**src/dch_regs.svh**
```systemverilog
// Register offsets, field positions and reset values of the cut handshake
`ifndef DCH_REGS_SVH
`define DCH_REGS_SVH

// Register byte offsets
`define DCH_OFF_CTRL 8'h00
`define DCH_OFF_STATUS 8'h04
`define DCH_OFF_IRQ_STAT 8'h08
`define DCH_OFF_IRQ_MASK 8'h0c
`define DCH_OFF_PF_TIME 8'h10

// Control fields
`define DCH_CTRL_DLY_OUT 0
`define DCH_CTRL_DLY_OE 1

// Event bits, shared by status and mask
`define DCH_EV_W 5
`define DCH_EV_XFER 0
`define DCH_EV_PIERCE 1
`define DCH_EV_FAULT 2
`define DCH_EV_EN_LOST 3
`define DCH_EV_READY 4

// Preflow time in clock cycles
`define DCH_PF_W 16
`define DCH_PF_TIME_RST 16'h0032
`define DCH_PF_ONE 16'h0001

// Status register fields
`define DCH_ST_STATE_LSB 8

`endif

```
**src/dch_pkg.sv**
```systemverilog
// Types of the discrete cut handshake
package dch_pkg;
    typedef enum logic [2:0] {
        ST_OFF = 3'b000,
        ST_READY = 3'b001,
        ST_PREFLOW = 3'b010,
        ST_FIRE = 3'b011,
        ST_CUT = 3'b100
    } dch_state_e;

    typedef struct packed {
        logic en_s1;
        logic en_s2;
        logic start_s1;
        logic start_s2;
        logic delay_s1;
        logic delay_s2;
        logic hold_s1;
        logic hold_s2;
        dch_state_e state;
        logic [15:0] pf_cnt;
        logic [15:0] pf_time;
        logic power;
        logic shield;
        logic xfer;
        logic pierce;
        logic fault;
        logic contact;
        logic ready;
        logic dly_out;
        logic dly_oe;
        logic [4:0] irq_stat;
        logic [4:0] irq_mask;
        logic ack;
        logic [31:0] rdata;
    } dch_regs_s;
endpackage

```
**src/dch_cut_handshake.sv**
```systemverilog
// Discrete handshake between the cutting supply and its motion controller
`timescale 1ns/100ps
`include "dch_regs.svh"

module dch_cut_handshake (
    // Clock and reset
    input wire logic clk_i,
    input wire logic rst_i,
    // Wishbone slave
    input wire logic wb_cyc_i,
    input wire logic wb_stb_i,
    input wire logic wb_we_i,
    input wire logic [7:0] wb_adr_i,
    input wire logic [3:0] wb_sel_i,
    input wire logic [31:0] wb_dat_i,
    output logic [31:0] wb_dat_o,
    output logic wb_ack_o,
    // Controller inputs, asynchronous pins
    input wire logic remote_enable_i,
    input wire logic start_i,
    input wire logic pierce_hold_i,
    // Arc delay two-way pin
    input wire logic arc_delay_i,
    output logic arc_delay_o,
    output logic arc_delay_oe_o,
    // Supply internal conditions
    input wire logic arc_transfer_i,
    input wire logic pierce_detect_i,
    input wire logic alert_i,
    input wire logic error_i,
    input wire logic failure_i,
    input wire logic ohmic_contact_i,
    // Supply actuators
    output logic power_en_o,
    output logic gas_preflow_o,
    output logic shield_preflow_o,
    output logic arc_fire_o,
    // Controller outputs
    output logic ready_o,
    output logic arc_xfer_o,
    output logic pierce_thru_o,
    output logic fault_o,
    output logic shield_contact_o,
    // Interrupt
    output logic irq_o
);
    import dch_pkg::*;

    dch_regs_s q;
    dch_regs_s d;
    logic fault_any;
    logic acc;
    logic commit;
    logic go_ok;
    logic [`DCH_EV_W-1:0] ev;
    logic [`DCH_EV_W-1:0] clr;
    logic [31:0] pf_merge;

    // Merge write data into a register under byte enables
    function automatic logic [31:0] apply_sel(input logic [31:0] old_v,
            input logic [31:0] new_v, input logic [3:0] sel);
        logic [31:0] r;
        r = old_v;
        for (int i = 0; i < 4; i++) begin
            if (sel[i]) begin
                r[i*8 +: 8] = new_v[i*8 +: 8];
            end
        end
        return r;
    endfunction

    assign fault_any = alert_i | error_i | failure_i;
    assign acc = wb_cyc_i & wb_stb_i & ~q.ack;
    assign commit = wb_cyc_i & wb_stb_i & wb_we_i & q.ack;
    assign go_ok = q.en_s2 & q.start_s2 & ~q.fault;
    assign pf_merge = apply_sel({16'h0000, q.pf_time}, wb_dat_i, wb_sel_i);

    always_comb begin
        d = q;
        ev = '0;
        clr = '0;
        // Input synchronisers
        d.en_s1 = remote_enable_i;
        d.en_s2 = q.en_s1;
        d.start_s1 = start_i;
        d.start_s2 = q.start_s1;
        d.delay_s1 = arc_delay_i;
        d.delay_s2 = q.delay_s1;
        d.hold_s1 = pierce_hold_i;
        d.hold_s2 = q.hold_s1;
        // Power follows remote enable
        d.power = q.en_s2;
        d.fault = fault_any;
        d.contact = ohmic_contact_i;
        d.shield = q.en_s2 & q.hold_s2;
        // Sequencer
        if (!q.en_s2) begin
            d.state = ST_OFF;
            d.pf_cnt = '0;
        end else begin
            case (q.state)
                ST_OFF: begin
                    d.state = ST_READY;
                end
                ST_READY: begin
                    if (go_ok) begin
                        d.state = ST_PREFLOW;
                        d.pf_cnt = q.pf_time;
                    end
                end
                ST_PREFLOW: begin
                    if (!go_ok) begin
                        d.state = ST_READY;
                    end else if (q.pf_cnt != '0) begin
                        d.pf_cnt = q.pf_cnt - `DCH_PF_ONE;
                    end else if (!q.delay_s2) begin
                        d.state = ST_FIRE;
                    end
                end
                ST_FIRE: begin
                    if (!go_ok) begin
                        d.state = ST_READY;
                    end else if (arc_transfer_i) begin
                        d.state = ST_CUT;
                    end
                end
                ST_CUT: begin
                    if (!go_ok) begin
                        d.state = ST_READY;
                    end
                end
                default: begin
                    d.state = ST_OFF;
                end
            endcase
        end
        d.xfer = (d.state == ST_CUT);
        d.pierce = (d.state == ST_CUT) & (q.pierce | pierce_detect_i);
        d.ready = (d.state == ST_READY) & q.en_s2 & ~d.fault;
        // Events
        ev[`DCH_EV_XFER] = d.xfer & ~q.xfer;
        ev[`DCH_EV_PIERCE] = d.pierce & ~q.pierce;
        ev[`DCH_EV_FAULT] = d.fault & ~q.fault;
        ev[`DCH_EV_EN_LOST] = q.power & ~q.en_s2;
        ev[`DCH_EV_READY] = d.ready & ~q.ready;
        // Register writes at the acknowledging edge
        if (commit) begin
            case (wb_adr_i)
                `DCH_OFF_CTRL: begin
                    if (wb_sel_i[0]) begin
                        d.dly_out = wb_dat_i[`DCH_CTRL_DLY_OUT];
                        d.dly_oe = wb_dat_i[`DCH_CTRL_DLY_OE];
                    end
                end
                `DCH_OFF_IRQ_STAT: begin
                    if (wb_sel_i[0]) begin
                        clr = wb_dat_i[`DCH_EV_W-1:0];
                    end
                end
                `DCH_OFF_IRQ_MASK: begin
                    if (wb_sel_i[0]) begin
                        d.irq_mask = wb_dat_i[`DCH_EV_W-1:0];
                    end
                end
                `DCH_OFF_PF_TIME: begin
                    d.pf_time = pf_merge[`DCH_PF_W-1:0];
                end
                default: begin
                end
            endcase
        end
        // Set wins over clear
        d.irq_stat = (q.irq_stat & ~clr) | ev;
        // Bus answer
        d.ack = acc;
        d.rdata = '0;
        if (acc && !wb_we_i) begin
            case (wb_adr_i)
                `DCH_OFF_CTRL: begin
                    d.rdata[`DCH_CTRL_DLY_OUT] = q.dly_out;
                    d.rdata[`DCH_CTRL_DLY_OE] = q.dly_oe;
                end
                `DCH_OFF_STATUS: begin
                    d.rdata[7:0] = {q.en_s2, q.start_s2, q.delay_s2, q.hold_s2,
                        q.fault, q.xfer, q.pierce, q.ready};
                    d.rdata[`DCH_ST_STATE_LSB +: 3] = q.state;
                end
                `DCH_OFF_IRQ_STAT: begin
                    d.rdata[`DCH_EV_W-1:0] = q.irq_stat;
                end
                `DCH_OFF_IRQ_MASK: begin
                    d.rdata[`DCH_EV_W-1:0] = q.irq_mask;
                end
                `DCH_OFF_PF_TIME: begin
                    d.rdata[`DCH_PF_W-1:0] = q.pf_time;
                end
                default: begin
                    d.rdata = '0;
                end
            endcase
        end
    end

    always_ff @(posedge clk_i) begin
        if (rst_i) begin
            q <= '0;
            q.pf_time <= `DCH_PF_TIME_RST;
        end else begin
            q <= d;
        end
    end

    // Outputs
    assign wb_ack_o = q.ack;
    assign wb_dat_o = q.rdata;
    assign power_en_o = q.power;
    assign gas_preflow_o = (q.state == ST_PREFLOW);
    assign shield_preflow_o = q.shield;
    assign arc_fire_o = (q.state == ST_FIRE) | (q.state == ST_CUT);
    assign ready_o = q.ready;
    assign arc_xfer_o = q.xfer;
    assign pierce_thru_o = q.pierce;
    assign fault_o = q.fault;
    assign shield_contact_o = q.contact;
    assign arc_delay_o = q.dly_out;
    assign arc_delay_oe_o = q.dly_oe;
    assign irq_o = |(q.irq_stat & q.irq_mask);
endmodule // dch_cut_handshake

```
**config.mk**
```make
export PLATFORM = sky130hd
export DESIGN_NAME = dch_cut_handshake
export DESIGN_NICKNAME = d
export VERILOG_FILES = /design/src/dch_pkg.sv /design/src/dch_cut_handshake.sv
export VERILOG_INCLUDE_DIRS = /design/src /design/src/src
export SDC_FILE = /design/constraint.sdc
export NUM_CORES = 1
export LEC_CHECK = 0
export ABC_AREA = 1
export CORE_ASPECT_RATIO = 1.25
export CORE_MARGIN = 1.5
export CORE_UTILIZATION = 40
export DETAILED_ROUTE_END_ITERATION = 8
export DONT_BUFFER_PORTS = 1
export PLACE_DENSITY = 0.65
export SLEW_MARGIN = 20
export SYNTH_ARGS = -nofsm -noshare
export SYNTH_HDL_FRONTEND = slang
export SYNTH_SLANG_ARGS = --single-unit
```
**constraint.sdc**
```tcl
create_clock -name clk_i -period 1.7 [get_ports clk_i]
set_input_delay 0.085 -clock clk_i [delete_from_list [all_inputs] [get_ports clk_i]]
set_output_delay 0.085 -clock clk_i [all_outputs]
set_load 0.005 [all_outputs]
```
* Word level (Yosys, flattened, before mapping)
Index checks and enable logic that the tools add are counted.
Word-level totals: register bits 95, input port bits 59, word-level logic and storage cells 106
Cells by class: $add $sub $neg 1, eq/ne operators 13, multiplexer cells 18, bitwise gates (word level) 32, reduce and logical (&&, ||, !) cells 15
Operator list (number):
- $mux 19 | 2
- $mux 16 | 2
- $pmux 16 s2 | 1
- $mux 3 | 6
- $eq 8x4->1 const B | 2
- $reduce_bool 16->1 | 1
- $sub 16x1->16 const B | 1
- $and 1x1->1 | 15
- $mux 5 | 3
- $pmux 3 s5 | 1
- $pmux 3 s4 | 1
- $pmux 6 s2 | 1
- $reduce_and 3->1 | 4
- $and 5x5->5 | 2
- $pmux 2 s5 | 1
- $not 1->1 | 9
- $eq 8x3->1 const B | 1
- $eq 8x5->1 const B | 1
- $logic_not 8->1 | 1
- $eq 3x1->1 const B | 2
- $eq 3x2->1 const B | 2
- $eq 3x3->1 const B | 2
- $not 5->5 | 1
- $or 5x5->5 | 1
- other kinds (11) | 16

* Longest topological paths before layout
Gate-level depths: netlist of the first run.
depth in word-level cells 10, mapped depth 11, mapped depth without buffers 10

* Least setup slack after synthesis of the first run
OpenSTA, ideal clock, no wires.
path type register to register, from reg q[68] (netlist name), to reg q[73] (netlist name), library setup time 119 ps, arrival time 1222 ps, data required time 1581 ps, setup slack 358 ps, cell stages (with the launch flop) 11, cells stage by stage dfxtp_1 inv_1 ha_1 nand3_1 nor2_1 nand3_2 nand2_2 inv_2 buf_6 o21ai_0 a21oi_1
On the way: cells in the longest elaborated chain, start to end 4, elaborated cells on any way between the ends 7, classes of those cells add/sub: 1; eq/ne: 1; mux: 3; reduce/logical: 2
RTL lines:
- start: declaration | line dch_cut_handshake.sv:49 | dch_regs_s q;
- $sub 16x1->16 (no source line)
- $mux 16 | line dch_cut_handshake.sv:114 | end else if (q.pf_cnt != '0) begin
- $mux 16 | line dch_cut_handshake.sv:112 | if (!go_ok) begin
- $pmux 16 s2 | line dch_cut_handshake.sv:101 | case (q.state)
Parallel ways exist; a longest one is shown, timed or not. The select of a mux whose other input is x is not followed. A chain may end at the register's enable or synchronous reset.

* Worst setup path after layout of the first run
from reg q[68] (netlist name), to reg q[80] (netlist name)
Same word-level chain as after synthesis.

==> impl_results.md, run 1 <==
* Status: complete, no violations
* Post-Syn Area at 4040 sq um
* Max Cap Viol at 0
* PwrDens at 886 nW/um^2
* Vias in the first global route at between 3000 and 4000
* Setup crit end kind: register
* Drt total wl at 9.84 mm
* Post-synth top area cell: dfxtp_1
* IO Count at roughly 100
* Largest net degree at the start of global routing at 24
* Post-route cell area at ~4600 sq um
* Synth Area in Adders at 0.619%
* TritonCTS Sinks at 79
* Fmax at roughly 660 MHz
* ANT cells at 0
* Initial core utilization at 41.6%
* Hold endpoint: power_en_o$_SDFF_PP0_
* Slew Limit Headroom at between 40% and 50%
* 1st-pass router iterations at 4
* Cells after DPL at between 600 and 700
* Core ar. at around 9700 sq um
* Average wire per standard cell at between 10 and 15 um
* Sequential Power Share at a little under half
* Placed Area at 4000 sq um
* R2R setup slack at roughly 0.18 ns
* Antenna violations before repair at 0
* Switching part of the total at a little over a fifth
* Simple-Gate Fraction of Synth Area at between 20% and 30%
* Mux contribution to synthesized area at 0%
* Via count of the routed design at roughly 3500
* Cell Int Power at around 3200 uW
* Yosys cell types at 42
* Global placer's final weighted congestion at between 0.8 and 0.9
* Hold Crit Depth at 2
* Synth top area share at ~39%
* Number of enable flip-flop cells after synthesis at 0
* Critical Path AT at roughly 1.8 ns
* Fin. Hold Viols at 0
* Average cell area after synthesis at 7.20 sq um
* Dpl hpwl at between 7 and 8 mm
* Largest family of logic cells by synthesized area: simple AND/OR/NAND/NOR gates
* Vias/cell at about 5
* Final Slew Violations at 0
* Total gr overflow at 0
* Post-CTS Setup Inserts at 0
* Crit Path Category: reg -> reg
* DIE WIDTH at slightly above 90 um
* Std-Cell Rows at 40
* Root Buffer: clkbuf_16
* Hold Crit Class: in -> reg
* Compound-gate portion of the synthesized area at around 16%
* Combinational share of power at approximately 4.0%
* Sequential-to-total area share from yosys stat at between 30% and 40%
* CTS buffer count at 9
* Tot Pwr at 4070 uW
* Worst-margin pin slew at approximately 0.80 ns
* Yosys warns at 0
* Worst R2R Start: q[68]$_SDFFE_PP0P_
* Layout cell share with drive strength beyond 1 at around an eighth
* Post-Layout Cell Count at 708
* Required @ worst endpoint at roughly 2 ns
* Clk pin slew, worst setup/hold paths at about 0.06 ns
* R2R Path End: q[80]$_SDFFE_PP0P_
* Ys flop type: dfxtp_1
* Fin Setup TNS at 0 ns
* Post-synthesis xor/xnor area fraction at less than 1%
* Die Ht at ~120 um
* Routed Antenna Nets at 0
* Number of port buffers at 0
* Die ar. at ~11000 sq um
* CP max FO at 12
* Leakage at 0.00196 uW
* Final setup vio count at 0
* Initial DRC count at between 200 and 300
* Clock H-tree levels at 3
* Hold Path Origin: rst_i
* Psw at between 800 and 900 uW
* CTS tree: done
* Synth area leaders: dfxtp_1, inv_1, nand2_1, nor2_1, buf_4
* CTS Buffer Depth at 2
* Global-route wire length before repair at between 15 and 20 mm
* Setup Skew at 0.00924 ns
* Layout Nets at 639
* #FFs+latches synth at a little under 80
* Clock power frac at between 40% and 50%
* Critical Path Start Type: register
* Synth-to-layout area growth at 13.7%
* Fill count at between 900 and 1000
* R2R depth at 9
* Ys async rst share at 0%
* Worst-skew pair later-pin latency at about 0.34 ns
* Max IR drop VDD at a little over 0.7 mV
* Final Cycle Share at roughly 90%
* Crit path time final at around 1.5 ns
* Syn Inst Count at approximately 560
* Global Route Usage Sum at around 20%
* Drc violations at 0
[how the worst max path moves through the flow]
stage,cells past startpoint,start,slack (ns),endpoint
2_1_floorplan,10,q[68]$_SDFFE_PP0P_,0.36,q[73]$_SDFFE_PP0P_
3_3_place_gp,9,q[68]$_SDFFE_PP0P_,0.16,q[78]$_SDFFE_PP0P_
3_5_place_dp,9,q[68]$_SDFFE_PP0P_,0.16,q[78]$_SDFFE_PP0P_
4_1_cts,3,rst_i,0.06,fault_o$_SDFF_PP0_
5_1_grt,9,q[68]$_SDFFE_PP0P_,-0.002,q[76]$_SDFFE_PP0P_
6_report,9,q[68]$_SDFFE_PP0P_,0.18,q[80]$_SDFFE_PP0P_
[through the flow]
stage	hold WS (ns)	util (%)	setup WS, ns
6_report	0.0198	47.3	0.178
5_1_grt	0.0191	47.3	-0.00191
4_1_cts	0.00520	47.2	0.0626
3_3_place_gp	0.158	41.2	0.163
3_5_place_dp	0.160	41.2	0.157
2_1_floorplan	0.192	-	0.358
[power by group through the flow]
stage	clock network, uW	logic [uW]	registers, uW
after floorplan	0	114	1920
after global placement	0	99.7	1920
after detailed placement	0	102	1920
after CTS	2050	161	1880
after global routing	2140	182	1880
final	2030	163	1880
[synth_stat cells (all sizes together) (2+ instances only)]
| library cell | number |
|---|---|
| inv | 87 |
| nor2 | 86 |
| nand2 | 83 |
| dfxtp | 79 |
| o21ai | 55 |
| buf | 44 |
| a21oi | 40 |
| nand3 | 38 |
| nor3 | 11 |
| o211ai | 6 |
| a211oi | 5 |
| nand4 | 5 |
| clkbuf | 4 |
| o22ai | 3 |
| ha | 2 |
| o31ai | 2 |
| xor2 | 2 |
[state kept, by name, summed over array words and instances (netlist names)]
name / count
wb_ack_o: 1
shield_contact_o: 1
shield_preflow_o: 1
ready_o: 1
pierce_thru_o: 1
q: 48
arc_delay_o: 1
d: 5
wb_dat_o: 16
arc_xfer_o: 1
arc_delay_oe_o: 1
fault_o: 1
power_en_o: 1
[layer usage]
layer  share of wire (%)  wire length, um  up-vias  track usage [%]
met4                 2.0              196        0             8.28
met2                  51             4980      103             32.9
met1                  41             4080     1630             24.3
li1                    -                -     1779                -
met5                   0                0        -                0
met3                 5.9              583       14             4.03
[cell type report]
class / count / area (sq um) / share of cell area, %
clock buffer: 9 / 225 / 4.90
clock inverter: 6 / 86.3 / 1.88
inverter: 87 / 329 / 7.17
multi-input combinational: 362 / 1850 / 40.3
sequential: 79 / 1580 / 34.4
tap: 126 / 158 / 3.43
timing repair buffer: 39 / 363 / 7.90
[cells by family (layout without fill, tap and decap cells)]
kind of cell,count (synthesis),after routing
xor gates and xnor gates,3,3
and+or+nand+nor,227,227
adders and majority gates,2,2
AOI/OAI and AO/OA,114,114
other,1,16
buffers and inverters,135,141
DFF,79,79
[critical path, stage by stage, from the launching register on]
cell,delay (ns)
dfxtp_1,0.31
inv_1,0.12
ha_2,0.22
nand3_1,0.08
nor2_1,0.12
nand3_2,0.09
nand2_2,0.09
buf_4,0.19
o21ai_0,0.10
a21oi_1,0.12
[placed cells by master, fill, tap and decap left out, types with 7 or more instances in the layout]
cell	netlist	layout
inv_1	81	81
dfxtp_1	79	79
nand2_1	76	75
nor2_1	73	73
o21ai_0	44	42
nand3_1	34	34
a21oi_1	33	33
dlygate4sd3_1	0	26
conb_1	1	16
o21ai_1	10	12
buf_4	34	12
nor2_2	9	9
clkbuf_16	0	9
nor3_1	8	8
a21oi_2	7	7
[timing repair]
item                                    in CTS  in global routing
endpoints found under the hold margin       42                  0
endpoints found under the setup margin       0                  7
hold buffers                                27                  0
resized for setup                            0                  7
(Power assumes the default switching activity.)
==> inputs of run 2 (changes only) <==
CORE_MARGIN = default   (was 1.5)
MAX_ROUTING_LAYER = met4   (was default)
==> run 2 against run 1 <==
Flip-flop and latch count unchanged. Die area decreased by 1.9%. Largest power group unchanged. Final area decreased by 0.38%. Clock power decreased by 6%. Worst hold slack got worse by 0.0079 ns. Clock-buffer cell count increased by 1. Combinational power about the same. Largest cell class unchanged. Power decreased by 3.2%. Non-clock buffer count increased by 1. Via count increased by 1.2%. Clock skew increased by 0.0058 ns.
==> impl_results.md, run 2 (synthesized netlist as in run 1, its figures left out) <==
* Total gr overflow at 0 (unchanged)
* Slowest stage cell, crit path: dfxtp_1
* CTS Buffer Depth at 2 (unchanged)
* CTS buffer count at 9 (unchanged)
* Switching part of the total at 21.5% (+0.42 points)
* CP Cell Sequence: inv_1 -> nand3_1 -> a21oi_2 -> nand2_2 -> inv_2 -> o21ai_0 -> a21oi_2
* Sequential Power Share at 47.7% (+1.5 points)
* Max IR drop VDD at 0.517 mV (-27%)
* Fin Setup TNS at 0 ns (unchanged)
* Required @ worst endpoint at 1.98 ns (about the same)
* Most frequent cells in the layout: inv_1, dfxtp_1, nand2_1, nor2_1, o21ai_0
* Dpl hpwl at 7.39 mm (+1.5%)
* Die ar. at 10500 sq um (-1.9%)
* Status: complete, no violations
* Slew Limit Headroom at 47.2% (+0.66 points)
* Fin. Hold Viols at 0 (unchanged)
* Multi-input logic area at 1850 sq um (+0.14%)
* Post-route cell area at 4570 sq um (-0.38%)
* Number of port buffers at 0 (unchanged)
* Drt total wl at 10.0 mm (+1.9%)
* Clock power frac at 48.2% (-1.6 points)
* Layout Nets at 640 (+0.16%)
* Global Route Usage Sum at 20.6% (+0.97 points)
* Crit Path Category: reg -> reg
* Leakage at 0.00196 uW (-0.23%)
* Synth-to-layout area growth at 13.2%
* ANT cells at 0 (unchanged)
* Pre-CTS setup slack at 0.159 ns (+0.00189 ns)
* Clock H-tree levels at 3 (unchanged)
* Layout cell share with drive strength beyond 1 at 12.4% (-0.17 points)
* Top Family by Delay on Critical Path: compound AO/OA/AOI/OAI gates
* Hold Crit Class: in -> reg
* Global-route wire length before repair at 16.4 mm (about the same)
* Combinational share of power at 4.1% (about the same)
* Seq. cell area at 1580 sq um (unchanged)
* Placed Area at 4010 sq um (+0.19%)
* R2R depth at 7 (-2)
* R2R setup slack at 0.11 ns (-0.06 ns)
* RSZ-0062 raised after global routing: false
* Routed Antenna Nets at 0 (unchanged)
* Max Cap Viol at 0 (unchanged)
* Hold Path Origin: rst_i
* Cell Int Power at 3090 uW (-3.7%)
* Final setup vio count at 0 (unchanged)
* Hold endpoint: power_en_o$_SDFF_PP0_
* Hold Crit Depth at 2 (unchanged)
* Core ar. at 9710 sq um (unchanged)
* Setup Skew at 0.0151 ns (+0.00583 ns)
* Std-Cell Rows at 40 (unchanged)
* Global placer's final weighted congestion at 0.855 (-2.6%)
* CTS tree: done
* Worst R2R Start: fault_o$_SDFF_PP0_
* DIE WIDTH at 91.9 um (-1.1%)
* Initial DRC count at 215 (-27%)
* Worst-case hold slack at 0.0119 ns (-0.00792 ns)
* Crit path buf inv count at 2 (unchanged)
* Fmax at 630 MHz (-4.0%)
* CP max FO at 20 (+8)
* Root Buffer: clkbuf_16
* CP max stage delay at 0.35 ns (+0.04 ns)
* PwrDens at 861 nW/um^2 (-2.8%)
* Average wire per standard cell at 14.2 um (+1.9%)
* 1st-pass router iterations at 5 (+1)
* Biggest register: q
* TritonCTS Sinks at 79 (unchanged)
* Number of flip-flops under the largest register name at 48 (unchanged)
* Final Slew Violations at 0 (unchanged)
* Post-CTS Setup Inserts at 0 (unchanged)
* Vias in the first global route at 3447 (-0.32%)
* Vias/cell at 5.04 (+1.2%)
* Die Ht at 114 um (-0.87%)
* Commonest non-fill, non-tap cell in the layout: inv_1
* Final Cycle Share at 93.3% (+3.8 points)
* IO Count at 104 (unchanged)
* Worst-margin pin slew at 0.792 ns (-0.00983 ns)
* R2R Path End: q[78]$_SDFFE_PP0P_
* Clk pin slew, worst setup/hold paths at 0.07 ns (about the same)
* Most frequent CP cell: a21oi_2
* Psw at 847 uW (-1.3%)
* Via count of the routed design at 3570 (+1.2%)
* Fill count at 957 (-3.3%)
* Critical Path Start Type: register
* Critical Path AT at 1.87 ns (+0.08 ns)
* Final worst slack at 0.114 ns (-0.0641 ns)
* Largest net degree at the start of global routing at 24 (unchanged)
* Drc violations at 0 (unchanged)
* Setup crit end kind: register
* Crit path time final at 1.59 ns (+0.0641 ns)
* Antenna violations before repair at 0 (unchanged)
* Initial core utilization at 41.6% (unchanged)
* Worst-skew pair later-pin latency at 0.34 ns (about the same)
[run 2: layout make-up]
class / count / area share, %
inverters: 87 / 7.14
clock inverters: 4 / 1.04
flip-flops and latches: 79 / 34.6
repair buffers: 40 / 8.10
well taps: 126 / 3.45
clock buffers: 10 / 5.22
multi-input cells: 362 / 40.5
[run 2: how the worst max path moves through the flow]
stage | from | endpoint | slack (ns) | cells past startpoint
finish | fault_o$_SDFF_PP0_ | q[78]$_SDFFE_PP0P_ | 0.11 | 7
global route | fault_o$_SDFF_PP0_ | q[74]$_SDFFE_PP0P_ | 0.006 | 7
CTS | rst_i | fault_o$_SDFF_PP0_ | 0.06 | 3
detailed placement | fault_o$_SDFF_PP0_ | q[78]$_SDFFE_PP0P_ | 0.16 | 7
global placement | fault_o$_SDFF_PP0_ | q[78]$_SDFFE_PP0P_ | 0.16 | 7
floorplan | q[68]$_SDFFE_PP0P_ | q[73]$_SDFFE_PP0P_ | 0.36 | 10
[run 2: power groups by stage]
stage	logic [uW]	clock network (uW)	registers, uW
finish	161	1900	1880
global route	179	2000	1880
CTS	159	1910	1880
detailed placement	99.9	0	1920
global placement	97.2	0	1920
floorplan	114	0	1920
[run 2: per-stage QoR]
| step | utilization [%] | instances | total power [uW] |
|---|---|---|---|
| after floorplan | - | 576 | 2030 |
| after global placement | 41.3 | 667 | 2020 |
| after detailed placement | 41.3 | 667 | 2020 |
| after CTS | 47.0 | 708 | 3950 |
| after global routing | 47.1 | 708 | 4060 |
| final | 47.1 | 708 | 3940 |
[run 2: worst reg2reg max path, cell delays in order, from the launching register on]
cell	delay (ns)
dfxtp_1	0.35
inv_1	0.10
nand3_1	0.19
a21oi_2	0.21
nand2_2	0.08
inv_2	0.29
o21ai_0	0.18
a21oi_2	0.13
[run 2: what timing repair did]
action | 4_1_cts | 5_1_grt
setup endpoints to repair | 0 | 3
endpoints found under the hold margin | 42 | 0
gates resized for setup | 0 | 3
hold buffers | 27 | 0
[run 2: layer usage]
metal	track usage (%)	part of all wire, %
met5	-	0
met2	34.7	50
met4	8.44	1.8
met1	23.4	42
met3	4.78	5.5
